### src/rtl/pbpg_params.svh
/*
  constants of the point based pulse generator: value ranges, point limits,
  clock rate and divider sizes.
  assumes it is included by its bare name from every design file that needs it.
*/
`ifndef PBPG_PARAMS_SVH
`define PBPG_PARAMS_SVH

// -------------------------------------------------------------------
// value ranges in nanoseconds
// -------------------------------------------------------------------
`define PBPG_PER_MIN_NS 37'h28
`define PBPG_PER_MAX_NS 37'h174876e800
`define PBPG_WID_MIN_NS 37'ha
`define PBPG_WID_MAX_NS 37'h174876e7ff
`define PBPG_PT_MIN_NS 37'ha
`define PBPG_LONG_NS 37'hf4240

// -------------------------------------------------------------------
// point pattern limits
// -------------------------------------------------------------------
`define PBPG_MIN_PTS 17'h4
`define PBPG_MAX_PTS 17'h186a0
`define PBPG_ONE_PT 17'h1
`define PBPG_ZERO_PT 17'h0
`define PBPG_SYNC_PTS 17'h4

// -------------------------------------------------------------------
// clock and point rate step
// -------------------------------------------------------------------
`define PBPG_CLK_NS 56'h64
`define PBPG_FRAC_BITS 32
`define PBPG_STEP_ONE 33'h100000000
`define PBPG_DIV_LAST 6'h37

// -------------------------------------------------------------------
// reset pattern: 100 us period, 10000 points, 50 us width
// -------------------------------------------------------------------
`define PBPG_RST_PER 37'h186a0
`define PBPG_RST_PTS 17'h2710
`define PBPG_RST_WID 17'h1388

`endif

### src/rtl/pbpg_dummy_unused.sv
/*
  intentionally empty compile unit kept out of the design; holds no module.
  assumes nothing.
*/

### src/rtl/pbpg_pkg.sv
/*
  types of the point based pulse generator.
  assumes nothing beyond a systemverilog compiler.
*/
package pbpg_pkg;
  typedef logic [16:0] pbpg_pts_t;   // point count or index
  typedef logic [36:0] pbpg_ns_t;    // time in nanoseconds
  typedef logic [32:0] pbpg_step_t;  // point rate step, 2^32 = one per clock
  typedef logic [55:0] pbpg_dvd_t;   // divider dividend and quotient
  typedef enum logic [1:0] {PBPG_SEL_PER_PULSE, PBPG_SEL_PER_FREQ, PBPG_SEL_WIDTH, PBPG_SEL_DELAY} pbpg_sel_e;
  typedef enum {PBPG_S_IDLE, PBPG_S_RUN} pbpg_st_e;
  typedef enum {PBPG_J_NPTS, PBPG_J_STEP, PBPG_J_WSC, PBPG_J_DSC, PBPG_J_WID, PBPG_J_DLY} pbpg_job_e;
endpackage

### src/rtl/pbpg_pt_if.sv
/*
  point clock link between the pattern controller and the point clock source.
  assumes both ends run on the same clock.
*/
interface pbpg_pt_if;
  pbpg_pkg::pbpg_step_t step; // internal point rate
  logic ext_sel;              // external clocking requested
  logic ext_src;              // 1: system clock, 0: rear clock input
  logic point_en;             // one cycle pulse per point
  logic ext_active;           // external source in use
  modport ctl (output step, output ext_sel, output ext_src, input point_en, input ext_active);
  modport gen (input step, input ext_sel, input ext_src, output point_en, output ext_active);
endinterface

### src/rtl/pbpg_ptclk.sv
/*
  point clock source: rate accumulator for internal clocking, edge detector for
  the external sources, and the switch-over between them.
  assumes the external clock inputs are synchronous to clk and slower than half of it.
*/
`include "pbpg_params.svh"
module pbpg_ptclk (
  input wire logic clk,
  input wire logic rstn,
  pbpg_pt_if.gen pt,
  input wire logic rear_clk_in,
  input wire logic sys_clk_in
);
  // -------------------------------------------------------------------
  // state
  // -------------------------------------------------------------------
  logic [31:0] acc;       // rate accumulator
  logic rear_prev;        // rear clock input one cycle ago
  logic sys_prev;         // system clock input one cycle ago
  logic ext_active;       // running on external edges
  logic point_en;         // registered point pulse
  logic [31:0] next_acc;
  logic next_rear_prev;
  logic next_sys_prev;
  logic next_ext_active;
  logic next_point_en;
  logic rise;             // rising edge of chosen source
  logic [32:0] sum;       // accumulator plus step

  // source choice, edge and switch-over
  always_comb begin
    // each input keeps its own history, so a change of choice never fakes an edge
    rise = pt.ext_src ? (sys_clk_in & ~sys_prev) : (rear_clk_in & ~rear_prev);
    sum = {1'b0, acc} + pt.step;
    next_rear_prev = rear_clk_in;
    next_sys_prev = sys_clk_in;
    // internal clock keeps running until the first external rise
    next_ext_active = pt.ext_sel & (ext_active | rise);
    if (ext_active) begin
      next_point_en = rise;
      next_acc = acc;
    end else begin
      next_point_en = sum[32];
      next_acc = sum[31:0];
    end
  end

  // register only
  always_ff @(posedge clk or negedge rstn) begin
    if (!rstn) begin
      acc <= 32'h0;
      rear_prev <= 1'b0;
      sys_prev <= 1'b0;
      ext_active <= 1'b0;
      point_en <= 1'b0;
    end else begin
      acc <= next_acc;
      rear_prev <= next_rear_prev;
      sys_prev <= next_sys_prev;
      ext_active <= next_ext_active;
      point_en <= next_point_en;
    end
  end

  assign pt.point_en = point_en;
  assign pt.ext_active = ext_active;

  // -------------------------------------------------------------------
  // checks
  // -------------------------------------------------------------------
  property p_ext_switch;
    @(posedge clk) disable iff (!rstn) (pt.ext_sel && !ext_active && rise) |=> ext_active;
  endproperty
  a_ext_switch: assert property (p_ext_switch) else $error("no switch at first external rise");

  property p_ext_point;
    @(posedge clk) disable iff (!rstn) (ext_active && pt.ext_sel) |=> (point_en == $past(rise));
  endproperty
  a_ext_point: assert property (p_ext_point) else $error("external point not one per edge");

  c_ext_switch: cover property (@(posedge clk) disable iff (!rstn) !ext_active ##1 ext_active);
endmodule

### src/rtl/pbpg_top.sv
/*
  point based pulse generator: takes period, width and delay settings, works out
  point count, point rate and realised width and delay with a shared serial
  divider, and plays back the point pattern with pulse and sync outputs.
  assumes settings are loaded one at a time while cfg_busy is low.
*/
`include "pbpg_params.svh"
module pbpg_top (
  input wire logic clk,
  input wire logic rstn,
  input wire logic cfg_load,
  input wire pbpg_pkg::pbpg_sel_e cfg_sel,
  input wire logic [36:0] cfg_value,
  input wire logic cfg_neg,
  input wire logic ext_sel,
  input wire logic ext_src_sys,
  input wire logic rear_clk_in,
  input wire logic sys_clk_in,
  output logic pulse_out,
  output logic sync_out,
  output logic cfg_busy,
  output logic cfg_err,
  output logic ext_active,
  output pbpg_pkg::pbpg_pts_t point_count,
  output pbpg_pkg::pbpg_pts_t act_width_pts,
  output pbpg_pkg::pbpg_pts_t act_delay_pts,
  output logic act_delay_neg
);
  // -------------------------------------------------------------------
  // helpers
  // -------------------------------------------------------------------
  // limit a quotient to a point range
  function automatic pbpg_pkg::pbpg_pts_t clamp_pts(input pbpg_pkg::pbpg_dvd_t q,
                                                    input pbpg_pkg::pbpg_pts_t lo,
                                                    input pbpg_pkg::pbpg_pts_t hi);
    pbpg_pkg::pbpg_pts_t r;
    if (q > pbpg_pkg::pbpg_dvd_t'(hi)) r = hi;
    else if (q < pbpg_pkg::pbpg_dvd_t'(lo)) r = lo;
    else r = q[16:0];
    return r;
  endfunction

  // -------------------------------------------------------------------
  // settings engine state
  // -------------------------------------------------------------------
  pbpg_pkg::pbpg_st_e state, next_state;
  pbpg_pkg::pbpg_job_e job, next_job;
  logic [5:0] cnt, next_cnt;             // divider bit counter
  logic [36:0] rem, next_rem;            // partial remainder
  pbpg_pkg::pbpg_dvd_t quo, next_quo;    // dividend shifting into quotient
  pbpg_pkg::pbpg_ns_t den, next_den;     // divisor
  pbpg_pkg::pbpg_ns_t per_new, next_per_new;
  pbpg_pkg::pbpg_pts_t n_new, next_n_new;
  pbpg_pkg::pbpg_pts_t w_new, next_w_new;
  pbpg_pkg::pbpg_step_t step_new, next_step_new;
  pbpg_pkg::pbpg_ns_t val_ns, next_val_ns;
  logic val_neg, next_val_neg;
  logic path_freq, next_path_freq;       // period came through frequency path
  pbpg_pkg::pbpg_ns_t period, next_period;
  pbpg_pkg::pbpg_step_t step, next_step;
  pbpg_pkg::pbpg_pts_t next_point_count, next_act_width_pts, next_act_delay_pts;
  logic next_act_delay_neg, next_cfg_busy, next_cfg_err;
  logic restart, next_restart;           // pattern rebuilt, start from point 0
  logic start;                           // launch a divider job
  logic [37:0] trial;
  logic ge;
  pbpg_pkg::pbpg_dvd_t q_fin;

  // setting checks, job chaining and the serial divider
  always_comb begin
    next_state = state;
    next_job = job;
    next_cnt = cnt;
    next_rem = rem;
    next_quo = quo;
    next_den = den;
    next_per_new = per_new;
    next_n_new = n_new;
    next_w_new = w_new;
    next_step_new = step_new;
    next_val_ns = val_ns;
    next_val_neg = val_neg;
    next_path_freq = path_freq;
    next_period = period;
    next_step = step;
    next_point_count = point_count;
    next_act_width_pts = act_width_pts;
    next_act_delay_pts = act_delay_pts;
    next_act_delay_neg = act_delay_neg;
    next_cfg_err = 1'b0;
    next_restart = 1'b0;
    start = 1'b0;
    trial = {rem, quo[55]};
    ge = trial >= {1'b0, den};
    q_fin = {quo[54:0], ge};
    unique case (state)
      pbpg_pkg::PBPG_S_IDLE: begin
        if (cfg_load) begin
          unique case (cfg_sel)
            pbpg_pkg::PBPG_SEL_PER_PULSE: begin
              if (cfg_value < `PBPG_PER_MIN_NS || cfg_value > `PBPG_PER_MAX_NS) begin
                next_cfg_err = 1'b1;
              end else begin
                next_per_new = cfg_value;
                next_path_freq = 1'b0;
                next_job = pbpg_pkg::PBPG_J_NPTS;
                start = 1'b1;
              end
            end
            pbpg_pkg::PBPG_SEL_PER_FREQ: begin
              // fixed point count sets the shortest reachable period
              if (cfg_value < pbpg_pkg::pbpg_ns_t'(point_count) * `PBPG_PT_MIN_NS ||
                  cfg_value > `PBPG_PER_MAX_NS) begin
                next_cfg_err = 1'b1;
              end else begin
                next_per_new = cfg_value;
                next_n_new = point_count;
                next_path_freq = 1'b1;
                next_job = pbpg_pkg::PBPG_J_STEP;
                start = 1'b1;
              end
            end
            pbpg_pkg::PBPG_SEL_WIDTH: begin
              if (cfg_value < `PBPG_WID_MIN_NS || cfg_value > `PBPG_WID_MAX_NS) begin
                next_cfg_err = 1'b1;
              end else begin
                next_val_ns = cfg_value;
                next_job = pbpg_pkg::PBPG_J_WID;
                start = 1'b1;
              end
            end
            pbpg_pkg::PBPG_SEL_DELAY: begin
              if (cfg_value >= period) begin
                next_cfg_err = 1'b1;
              end else begin
                next_val_ns = cfg_value;
                next_val_neg = cfg_neg;
                next_job = pbpg_pkg::PBPG_J_DLY;
                start = 1'b1;
              end
            end
          endcase
        end
      end
      pbpg_pkg::PBPG_S_RUN: begin
        // loads are refused while a job runs
        next_cfg_err = cfg_load;
        next_rem = ge ? 37'(trial - {1'b0, den}) : trial[36:0];
        next_quo = q_fin;
        next_cnt = cnt + 6'h1;
        if (cnt == `PBPG_DIV_LAST) begin
          next_state = pbpg_pkg::PBPG_S_IDLE;
          unique case (job)
            pbpg_pkg::PBPG_J_NPTS: begin
              // ten ns points, capped at the full count beyond one ms
              next_n_new = clamp_pts(q_fin, `PBPG_MIN_PTS, `PBPG_MAX_PTS);
              next_job = pbpg_pkg::PBPG_J_STEP;
              start = 1'b1;
            end
            pbpg_pkg::PBPG_J_STEP: begin
              // point time = period / count, with the rate rounded down, limited to one point a clock
              next_step_new = (q_fin > pbpg_pkg::pbpg_dvd_t'(`PBPG_STEP_ONE)) ? `PBPG_STEP_ONE : q_fin[32:0];
              if (path_freq) begin
                // same count, so width and delay scale with no change in points
                next_step = next_step_new;
                next_period = per_new;
              end else begin
                next_job = pbpg_pkg::PBPG_J_WSC;
                start = 1'b1;
              end
            end
            pbpg_pkg::PBPG_J_WSC: begin
              next_w_new = clamp_pts(q_fin, `PBPG_ONE_PT, n_new);
              next_job = pbpg_pkg::PBPG_J_DSC;
              start = 1'b1;
            end
            pbpg_pkg::PBPG_J_DSC: begin
              // commit the whole new pattern at once
              next_act_delay_pts = clamp_pts(q_fin, `PBPG_ZERO_PT, n_new - `PBPG_ONE_PT);
              next_act_width_pts = w_new;
              next_point_count = n_new;
              next_step = step_new;
              next_period = per_new;
              next_restart = 1'b1;
            end
            pbpg_pkg::PBPG_J_WID: begin
              // rounds down to whole points, never below one point
              next_act_width_pts = clamp_pts(q_fin, `PBPG_ONE_PT, point_count);
            end
            pbpg_pkg::PBPG_J_DLY: begin
              next_act_delay_pts = clamp_pts(q_fin, `PBPG_ZERO_PT, point_count - `PBPG_ONE_PT);
              next_act_delay_neg = val_neg;
            end
          endcase
        end
      end
    endcase
    // operands of the job being launched
    if (start) begin
      next_state = pbpg_pkg::PBPG_S_RUN;
      next_cnt = 6'h0;
      next_rem = 37'h0;
      unique case (next_job)
        pbpg_pkg::PBPG_J_NPTS: begin
          next_quo = pbpg_pkg::pbpg_dvd_t'(next_per_new);
          next_den = `PBPG_PT_MIN_NS;
        end
        pbpg_pkg::PBPG_J_STEP: begin
          next_quo = (pbpg_pkg::pbpg_dvd_t'(next_n_new) * `PBPG_CLK_NS) << `PBPG_FRAC_BITS;
          next_den = next_per_new;
        end
        pbpg_pkg::PBPG_J_WSC: begin
          next_quo = pbpg_pkg::pbpg_dvd_t'(act_width_pts) * pbpg_pkg::pbpg_dvd_t'(n_new);
          next_den = pbpg_pkg::pbpg_ns_t'(point_count);
        end
        pbpg_pkg::PBPG_J_DSC: begin
          next_quo = pbpg_pkg::pbpg_dvd_t'(act_delay_pts) * pbpg_pkg::pbpg_dvd_t'(n_new);
          next_den = pbpg_pkg::pbpg_ns_t'(point_count);
        end
        default: begin
          // width and delay in ns map onto points of the current pattern
          next_quo = pbpg_pkg::pbpg_dvd_t'(next_val_ns) * pbpg_pkg::pbpg_dvd_t'(point_count);
          next_den = period;
        end
      endcase
    end
    next_cfg_busy = next_state == pbpg_pkg::PBPG_S_RUN;
  end

  // register only
  always_ff @(posedge clk or negedge rstn) begin
    if (!rstn) begin
      state <= pbpg_pkg::PBPG_S_IDLE;
      job <= pbpg_pkg::PBPG_J_NPTS;
      cnt <= 6'h0;
      rem <= 37'h0;
      quo <= 56'h0;
      den <= `PBPG_PT_MIN_NS;
      per_new <= `PBPG_RST_PER;
      n_new <= `PBPG_RST_PTS;
      w_new <= `PBPG_RST_WID;
      step_new <= `PBPG_STEP_ONE;
      val_ns <= 37'h0;
      val_neg <= 1'b0;
      path_freq <= 1'b0;
      period <= `PBPG_RST_PER;
      step <= `PBPG_STEP_ONE;
      point_count <= `PBPG_RST_PTS;
      act_width_pts <= `PBPG_RST_WID;
      act_delay_pts <= 17'h0;
      act_delay_neg <= 1'b0;
      cfg_busy <= 1'b0;
      cfg_err <= 1'b0;
      restart <= 1'b0;
    end else begin
      state <= next_state;
      job <= next_job;
      cnt <= next_cnt;
      rem <= next_rem;
      quo <= next_quo;
      den <= next_den;
      per_new <= next_per_new;
      n_new <= next_n_new;
      w_new <= next_w_new;
      step_new <= next_step_new;
      val_ns <= next_val_ns;
      val_neg <= next_val_neg;
      path_freq <= next_path_freq;
      period <= next_period;
      step <= next_step;
      point_count <= next_point_count;
      act_width_pts <= next_act_width_pts;
      act_delay_pts <= next_act_delay_pts;
      act_delay_neg <= next_act_delay_neg;
      cfg_busy <= next_cfg_busy;
      cfg_err <= next_cfg_err;
      restart <= next_restart;
    end
  end

  // -------------------------------------------------------------------
  // point clock
  // -------------------------------------------------------------------
  pbpg_pt_if pt ();
  assign pt.step = step;
  assign pt.ext_sel = ext_sel;
  assign pt.ext_src = ext_src_sys;
  assign ext_active = pt.ext_active;
  pbpg_ptclk i_pbpg_ptclk (.clk(clk), .rstn(rstn), .pt(pt), .rear_clk_in(rear_clk_in), .sys_clk_in(sys_clk_in));

  // -------------------------------------------------------------------
  // playback
  // -------------------------------------------------------------------
  pbpg_pkg::pbpg_pts_t idx, next_idx;
  pbpg_pkg::pbpg_pts_t start_pt;   // first pulse point
  logic [17:0] rel;                // points since pulse start
  logic in_pulse, next_pulse_out, next_sync_out;

  // pulse placement and sync; outputs trail the index by one clock
  always_comb begin
    // negative delay puts the pulse that many points before the marker
    start_pt = (act_delay_neg && act_delay_pts != 17'h0) ? point_count - act_delay_pts : act_delay_pts;
    rel = (idx >= start_pt) ? 18'(idx - start_pt) : 18'({1'b0, idx} + {1'b0, point_count} - {1'b0, start_pt});
    in_pulse = rel < {1'b0, act_width_pts};
    next_pulse_out = in_pulse;
    next_sync_out = idx < `PBPG_SYNC_PTS;
    if (restart) next_idx = 17'h0;
    else if (pt.point_en) next_idx = (idx == point_count - `PBPG_ONE_PT) ? 17'h0 : idx + `PBPG_ONE_PT;
    else next_idx = idx;
  end

  // register only
  always_ff @(posedge clk or negedge rstn) begin
    if (!rstn) begin
      idx <= 17'h0;
      pulse_out <= 1'b0;
      sync_out <= 1'b0;
    end else begin
      idx <= next_idx;
      pulse_out <= next_pulse_out;
      sync_out <= next_sync_out;
    end
  end

  // -------------------------------------------------------------------
  // checks
  // -------------------------------------------------------------------
  property p_per_reject;
    @(posedge clk) disable iff (!rstn)
      (cfg_load && !cfg_busy && cfg_sel == pbpg_pkg::PBPG_SEL_PER_PULSE && cfg_value < `PBPG_PER_MIN_NS)
      |=> cfg_err && !cfg_busy;
  endproperty
  a_per_reject: assert property (p_per_reject) else $error("short period not refused");

  property p_wid_reject;
    @(posedge clk) disable iff (!rstn)
      (cfg_load && !cfg_busy && cfg_sel == pbpg_pkg::PBPG_SEL_WIDTH && cfg_value > `PBPG_WID_MAX_NS) |=> cfg_err;
  endproperty
  a_wid_reject: assert property (p_wid_reject) else $error("long width not refused");

  property p_dly_range;
    @(posedge clk) disable iff (!rstn) act_delay_pts < point_count;
  endproperty
  a_dly_range: assert property (p_dly_range) else $error("delay reaches a full period");

  property p_pts_range;
    @(posedge clk) disable iff (!rstn) point_count >= `PBPG_MIN_PTS && point_count <= `PBPG_MAX_PTS;
  endproperty
  a_pts_range: assert property (p_pts_range) else $error("point count out of range");

  property p_step_cap;
    @(posedge clk) disable iff (!rstn) step <= `PBPG_STEP_ONE && step != 33'h0;
  endproperty
  a_step_cap: assert property (p_step_cap) else $error("point rate out of range");

  property p_wid_range;
    @(posedge clk) disable iff (!rstn) act_width_pts >= `PBPG_ONE_PT && act_width_pts <= point_count;
  endproperty
  a_wid_range: assert property (p_wid_range) else $error("width not whole points of pattern");

  property p_long_full;
    @(posedge clk) disable iff (!rstn)
      (state == pbpg_pkg::PBPG_S_RUN && job == pbpg_pkg::PBPG_J_DSC && cnt == `PBPG_DIV_LAST && per_new > `PBPG_LONG_NS)
      |=> point_count == `PBPG_MAX_PTS;
  endproperty
  a_long_full: assert property (p_long_full) else $error("long period not at full count");

  property p_freq_keep;
    @(posedge clk) disable iff (!rstn) (path_freq && state == pbpg_pkg::PBPG_S_RUN) |=> $stable(point_count);
  endproperty
  a_freq_keep: assert property (p_freq_keep) else $error("frequency path changed point count");

  property p_sync_first;
    @(posedge clk) disable iff (!rstn)
      (pt.point_en && !restart && idx == point_count - `PBPG_ONE_PT) |=> ##1 sync_out;
  endproperty
  a_sync_first: assert property (p_sync_first) else $error("no sync at first point");

  property p_pulse_level;
    @(posedge clk) disable iff (!rstn) (idx == start_pt && !restart) |=> pulse_out;
  endproperty
  a_pulse_level: assert property (p_pulse_level) else $error("pulse missing at delay point");

  c_pulse_load: cover property (@(posedge clk) disable iff (!rstn)
    cfg_load && cfg_sel == pbpg_pkg::PBPG_SEL_PER_PULSE ##[1:300] restart);
  c_reject: cover property (@(posedge clk) disable iff (!rstn) cfg_err);
  c_wrap: cover property (@(posedge clk) disable iff (!rstn) pulse_out ##1 !pulse_out ##[1:1000] sync_out);
endmodule

### config.mk
export PLATFORM = sky130hd
export DESIGN_NAME = pbpg_top
export DESIGN_NICKNAME = d
export VERILOG_FILES = /design/src/rtl/pbpg_dummy_unused.sv /design/src/rtl/pbpg_pkg.sv /design/src/rtl/pbpg_pt_if.sv /design/src/rtl/pbpg_ptclk.sv /design/src/rtl/pbpg_top.sv
export VERILOG_INCLUDE_DIRS = /design/src /design/src/rtl
export SDC_FILE = /design/constraint.sdc
export NUM_CORES = 2
export LEC_CHECK = 0
export BUFFER_PORTS_ARGS = -buffer_cell sky130_fd_sc_hd__buf_4
export CAP_MARGIN = 40
export CORE_MARGIN = 10
export CORE_UTILIZATION = 30
export CTS_BUF_LIST = sky130_fd_sc_hd__clkbuf_8
export CTS_CLUSTER_DIAMETER = 150
export DETAILED_ROUTE_END_ITERATION = 16
export HOLD_SLACK_MARGIN = 0.05
export REMOVE_ABC_BUFFERS = 1
export SLEW_MARGIN = 20
export SYNTH_ARGS = -nofsm -noshare
export SYNTH_HDL_FRONTEND = slang
export SYNTH_HIERARCHICAL = 1
export SYNTH_SLANG_ARGS = --single-unit
### constraint.sdc
create_clock -name clk -period 10.8 [get_ports clk]
set_input_delay 2.16 -clock clk [delete_from_list [all_inputs] [get_ports clk]]
set_output_delay 2.16 -clock clk [all_outputs]
set_load 0.03 [all_outputs]
# Word-level counts from Yosys, hierarchy flattened

Index checks and enable logic that the tools add are counted.
Widths: inputs -> output; s select.

Output and inout port bits: 57
Register bits: 523
Logic and storage cells: 198
Input bits: 47

Reduce and logical (&&, ||, !) cells: 26
$mul: 5
Bitwise gates (word level): 7
Magnitude comparators: 19
Eq/ne operators: 18
$add $sub $neg: 10
Multiplexer cells: 83

Operators with widths:

| kind                 | number |
|---|---|
| $mux 37              | 12 |
| $mux 32              | 10 |
| $mux 17              | 17 |
| $gt 56x17->1         | 4 |
| $pmux 56 s4          | 1 |
| $pmux 37 s2          | 3 |
| $eq 32x2->1 const B  | 5 |
| $pmux 32 s4          | 1 |
| $lt 56x1->1 const B  | 2 |
| $mux 56              | 2 |
| $pmux 37 s3          | 1 |
| $pmux 17 s2          | 3 |
| $eq 32x1->1 const B  | 3 |
| $logic_not 32->1     | 3 |
| $pmux 32 s3          | 1 |
| $gt 37x37->1 const B | 2 |
| $mul 17x17->34       | 2 |
| $mux 33              | 2 |
| $pmux 33 s2          | 1 |
| $eq 32x3->1 const B  | 2 |
| $pmux 32 s2          | 1 |
| $gt 56x17->1 const B | 1 |
| $gt 56x33->1 const B | 1 |
| $lt 56x3->1 const B  | 1 |
| 42 further kinds     | 87 |

# Logic depth before layout (Yosys ltp)

Depth after elaboration: 10
Mapped depth: 43
Gate-level depth less buffers: 41

# By module

Netlist, hierarchy kept.

Modules (own cells, without submodules):

| module     | area an instance (um^2) | cells each | sequential area each (um^2) | times used |
|---|---|---|---|---|
| pbpg_top   | 70895.5                 | 8227       | 12231.7                     | 1 |
| pbpg_ptclk | 3061.7                  | 361        | 900.9                       | 1 |

# Worst setup path after synthesis

Ideal clock, no wire load.

Path type: in2reg
Start point: input cfg_value[23]
End point: register quo[35]
Path buffers: 1
Stages on the path: 30
Arrival: 10.426 ns
Library setup time: 0.138 ns
Slack: 0.236 ns
Data required time: 10.662 ns
Cell sequence: nor4_1 > nand4_1 > o41ai_1 > o22ai_1 > nand3_1 > buf_1 > mux2i_1 > clkinv_1 > nand2_1 > fa_1 > fa_1 > inv_1 > fa_1 > fa_1 > fa_1 > inv_1 > fa_1 > inv_1 > ha_1 > a21oi_1 > o21bai_1 > a21oi_1 > nor3b_1 > or3_1 > a2111o_1 > a31o_2 > a21oi_1 > xnor2_1 > a222oi_1 > o21ai_0

Cells in the longest elaborated chain, start to end: 9
Elaborated cells on any way between the ends: 46
Those cells by class: mul (2); order compare (6); eq/ne (3); mux (30); reduce/logical (5)

Ends and longest elaborated chain:

| what                                                  | RTL line        | RTL |
|---|---|---|
| from (decl)                                           | pbpg_top.sv:13  | `input wire logic [36:0] cfg_value,` |
| $lt 37x4->1 (no line) or $gt 37x37->1 (tied branches) | n/a             |  |
| $logic_or 1x1->1 (no line)                            | n/a             |  |
| $mux 37                                               | pbpg_top.sv:124 | `` if (cfg_value < `PBPG_WID_MIN_NS \|\| cfg_value > `PBPG_WID_MAX_NS) begin `` |
| $pmux 37 s2 (*)                                       | pbpg_top.sv:99  | `unique case (cfg_sel)` |
| $mux 37 (*)                                           | pbpg_top.sv:98  | `if (cfg_load) begin` |
| $mux 37 (*)                                           | pbpg_top.sv:96  | `unique case (state)` |
| via next_val_ns[1]                                    | pbpg_top.sv:56  | `pbpg_pkg::pbpg_ns_t val_ns, next_val_ns;` |
| $mul 37x17->54 (*)                                    | pbpg_top.sv:222 | `next_quo = pbpg_pkg::pbpg_dvd_t'(next_val_ns) * pbpg_pkg::pbpg_dvd_t'(point_count);` |
| $pmux 56 s4 (*)                                       | pbpg_top.sv:203 | `unique case (next_job)` |
| $mux 56 (*)                                           | pbpg_top.sv:199 | `if (start) begin` |
| to (signal assigned)                                  | pbpg_top.sv:260 | `quo <= next_quo;` |
| to (decl)                                             | pbpg_top.sv:50  | `pbpg_pkg::pbpg_dvd_t quo, next_quo;` |

The timed path passes the listed nets; every way through them passes the cells marked *.
A chain may end at the register's enable or synchronous reset.

# Worst setup path in the final report

Start point: input cfg_value[8]
End point: register quo[47]

Cells in the longest elaborated chain, start to end: 9
Elaborated cells on any way between the ends: 41
Those cells by class: mul (2); order compare (6); eq/ne (3); mux (25); reduce/logical (5)

Ends and longest elaborated chain:

| what                                          | RTL line |
|---|---|
| $lt 37x4->1 (no line) (tied with other cells) | n/a |
| $logic_or 1x1->1 (no line)                    | n/a |
| $mux 37 (tied with other cells)               | pbpg_top.sv:124 |
| $pmux 37 s2 (tied with other cells)           | pbpg_top.sv:99 |
| $mux 37 (tied with other cells)               | pbpg_top.sv:98 |
| $mux 37 (tied with other cells)               | pbpg_top.sv:96 |
| $mul 37x17->54 (tied with other cells)        | pbpg_top.sv:222 |
| $pmux 56 s4                                   | pbpg_top.sv:203 |
| $mux 56                                       | pbpg_top.sv:199 |

Several ways; a longest one is shown, not always the timed one.

==> results.yml <==
global_routing:
  groute.usage.overall_pct: 20.1
  grt_pass1_wl_um: 411000
  grt-ovfl-total: 0
  grt_pass1_vias: 64600
  antenna_found_initial: 16
  grt_max_degree: 162
sta:
  finalCriticalPeriod_ns: 10.28
  fmax_mhz: 97.3
  setup-tns-final_ns: 0
  setup_viol: 0
  fin_crit_sh_pct: 95.2
  skew_ns: 0.0514
  slew_violations: 0
  rsz0062_at_grt: "no"
  hold_violations: 0
  finalWorstSetupSlack_ns: 0.523
  hold_ws_ns: 0.452
  worst_pin_slew_ns: 1.05
  slew_headroom_pct: 30.1
synth:
  ys_seq_elements: 523
  ys_types: 95
  yosysWarnings: 6
  netlist_instances: 8588
  avgSynthCellArea_um2: 8.61
  synth_ff_type: "dfrtp_1"
  ys_seq_area_share_pct: 17.8
  synth_edf_count: 0
  async_reset_ff_share_pct: 100
  netlist_area_mm2: 0.0740
min_path:
  min-delay-start: "per_new[30]$_DFF_PN0_"
  hold_depth: 2
  hold_path_class: "register to register"
  holdPathEnd: "period[30]$_DFFE_PN0P_"
routing:
  final_antenna_net_count: 0
  first_iter_violations: 5950
  routed_wl_um: 272000
  post_drt_wl_per_cell_um: 22.6
  drc: 0
  viasPerCell: 5.26
  vias: 63146
  dr.pass1.iters: 10
clocking:
  cts_max_level: 3
  cts_root_buffer: "clkbuf_8"
  cts_made_buffers: 96
  path_clk_slew_ns: 0.06
  cts_buffer_depth: 3
  cts_tree: "yes"
  cts_hold_buf: 0
  clock_sinks: 523
  insertion_delay_ns: 0.85
floorplanning:
  rows: 182
  chipHeight_um: 517
  die_area_mm2: 0.267
  die_w_um: 517
  ios: 104
  coreArea_mm2: 0.246
  initial_core_util_pct: 30.1
critical_path:
  cp-end-kind: "register"
  r2r_cells: 38
  crit_fanout: 27
  path_depth: 35
  path_delay_family: "adder cells"
  startpoint_type: "input pin"
  crit_path_max_incr_delay_ns: 0.60
  slowest_stage: "a2111oi_0"
  path_class: "input pin to register"
  worst_r2r_startpoint: "point_count[4]$_DFFE_PN1P_"
  r2r_slack_ns: 1.12
  arrival_ns: 10.98
  cp_num_buf_inv: 9
  critPathRequiredTime_ns: 11.50
  r2r-end: "quo[55]$_DFFE_PN0P_"
cells_and_area:
  drive_above_1_share_pct: 8.76
  stdcell_area_mm2: 0.0822
  area_delta_synth_final_pct: 11.2
  final_nets: 10443
  utilization_pct: 33.5
pwr:
  ir_worst_vdd_v: 0.0000968
  powerDensity_mw_per_mm2: 79.9
  p_leak_nw: 41.6
placed_design:
  place_area_mm2: 0.0800
  dpl.hpwl_um: 210000
  gp_congestion: 0.963
  pre_cts_slack_ns: -0.310
  port-buffer-count: 103
job:
  cap_viol_max_count: 0
run_status:
  run_status: "finished, final reports clean"
-- cell usage after synthesis, types with 38 or more instances --
cell      number  area, um2
nor3_1        79        395
nand2_1     1339       5030
nand2b_1      50        313
nor4_1        55        344
xnor2_1      178       1560
xor2_1       100        876
and3_1        64        400
o21a_1        51        383
a211oi_1      38        285
mux2_2        56        631
nand4_1       73        457
fa_1        1006      20100
nand3_1      138        691
ha_1         693       8670
a21o_1       106        796
a22oi_1       42        315
a31oi_1       50        313
nor2b_1       39        244
and2_1       215       1350
a21oi_1      353       1770
buf_1         52        195
dfrtp_1      487      12200
o21ai_0      449       2250
inv_1       1429       5360
nor2_1       444       1670
clkbuf_1     378       1420
mux2i_1       80        801
-- worst max path at each step --
stage,to,from
finish,quo[47]$_DFFE_PN0P_,cfg_value[8]
global route,quo[47]$_DFFE_PN0P_,cfg_value[7]
CTS,quo[47]$_DFFE_PN0P_,cfg_value[36]
detailed placement,quo[47]$_DFFE_PN0P_,cfg_value[36]
global placement,quo[47]$_DFFE_PN0P_,cfg_value[36]
floorplan,quo[47]$_DFFE_PN0P_,cfg_value[34]
-- state kept, by name, summed over array words and instances, names as in the netlist, 33 cells and up --
register	cells
step_new	33
quo	56
per_new	37
pt.step	33
rem	37
period	37
den	37
val_ns	37
-- cell usage in the layout (no fill, tap or decap), drive strengths merged, types with 64 or more instances in the layout --
cell type / instances
a21o: 106
a21oi: 353
and2: 215
and3: 64
buf: 447
clkbuf: 117
dfrtp: 487
fa: 1006
ha: 693
inv: 1475
mux2i: 80
nand2: 1339
nand3: 139
nand4: 73
nor2: 444
nor3: 79
o21ai: 481
xnor2: 178
xor2: 100
-- report_power, final --
part           leakage, nW  internal, mW  switching (mW)
Combinational         33.7         0.896            1.30
Sequential            6.75          2.09           0.159
Clock                 1.21          1.12            1.00
Total                 41.6          4.11            2.46
-- worst min-delay path, cell delays in order (launching register included) --
cell	delay [ns]
dfrtp_1	0.34
nand2_1	0.05
o21ai_0	0.06
-- cell type report --
class / count / area (um2)
diodes: 9 / 22.5
well taps: 3220 / 4030
repair buffers: 450 / 3660
flip-flops and latches: 523 / 13100
inverters: 1442 / 5410
multi-input cells: 6184 / 53900
clock inverters: 65 / 510
fillers: 25265 / 163000
clock buffers: 114 / 1570
-- metal layers --
metal  share of wire, %  up-vias  global-route usage, %  routed length (um)
met3                9.0      655                   4.47               24500
li1                   -    27940                      -                   -
met4                5.5       16                   9.46               14800
met1                 42    31649                   26.8              114000
met2                 44     2886                   30.9              119000
met5              0.060        -                      0                 162
-- logic make-up after synthesis --
| kind of cell | count (synthesis) | share of synthesized area (%) |
|---|---|---|
| DFF | 523 | 17.8 |
| buffers and inverters | 1881 | 9.59 |
| muxes | 143 | 2.08 |
| xor gates and xnor gates | 278 | 3.29 |
| adders and majority gates | 1699 | 39.0 |
| AOI/OAI and AO/OA | 1487 | 12.8 |
| and+or+nand+nor | 2577 | 15.6 |
-- what timing repair did --
action | in CTS | in global routing
setup endpoints to repair | 0 | 2
buffers inserted | 0 | 0
resized for setup | 0 | 2
hold endpoints to repair | 0 | 0
-- stage by stage --
stage	power, mW	std cells
finish	6.57	12007
global route	6.91	12000
CTS	6.55	11990
detailed placement	4.42	11811
global placement	4.35	11795
floorplan	3.74	8149
No activity file was read; power rests on OpenSTA's default activity.
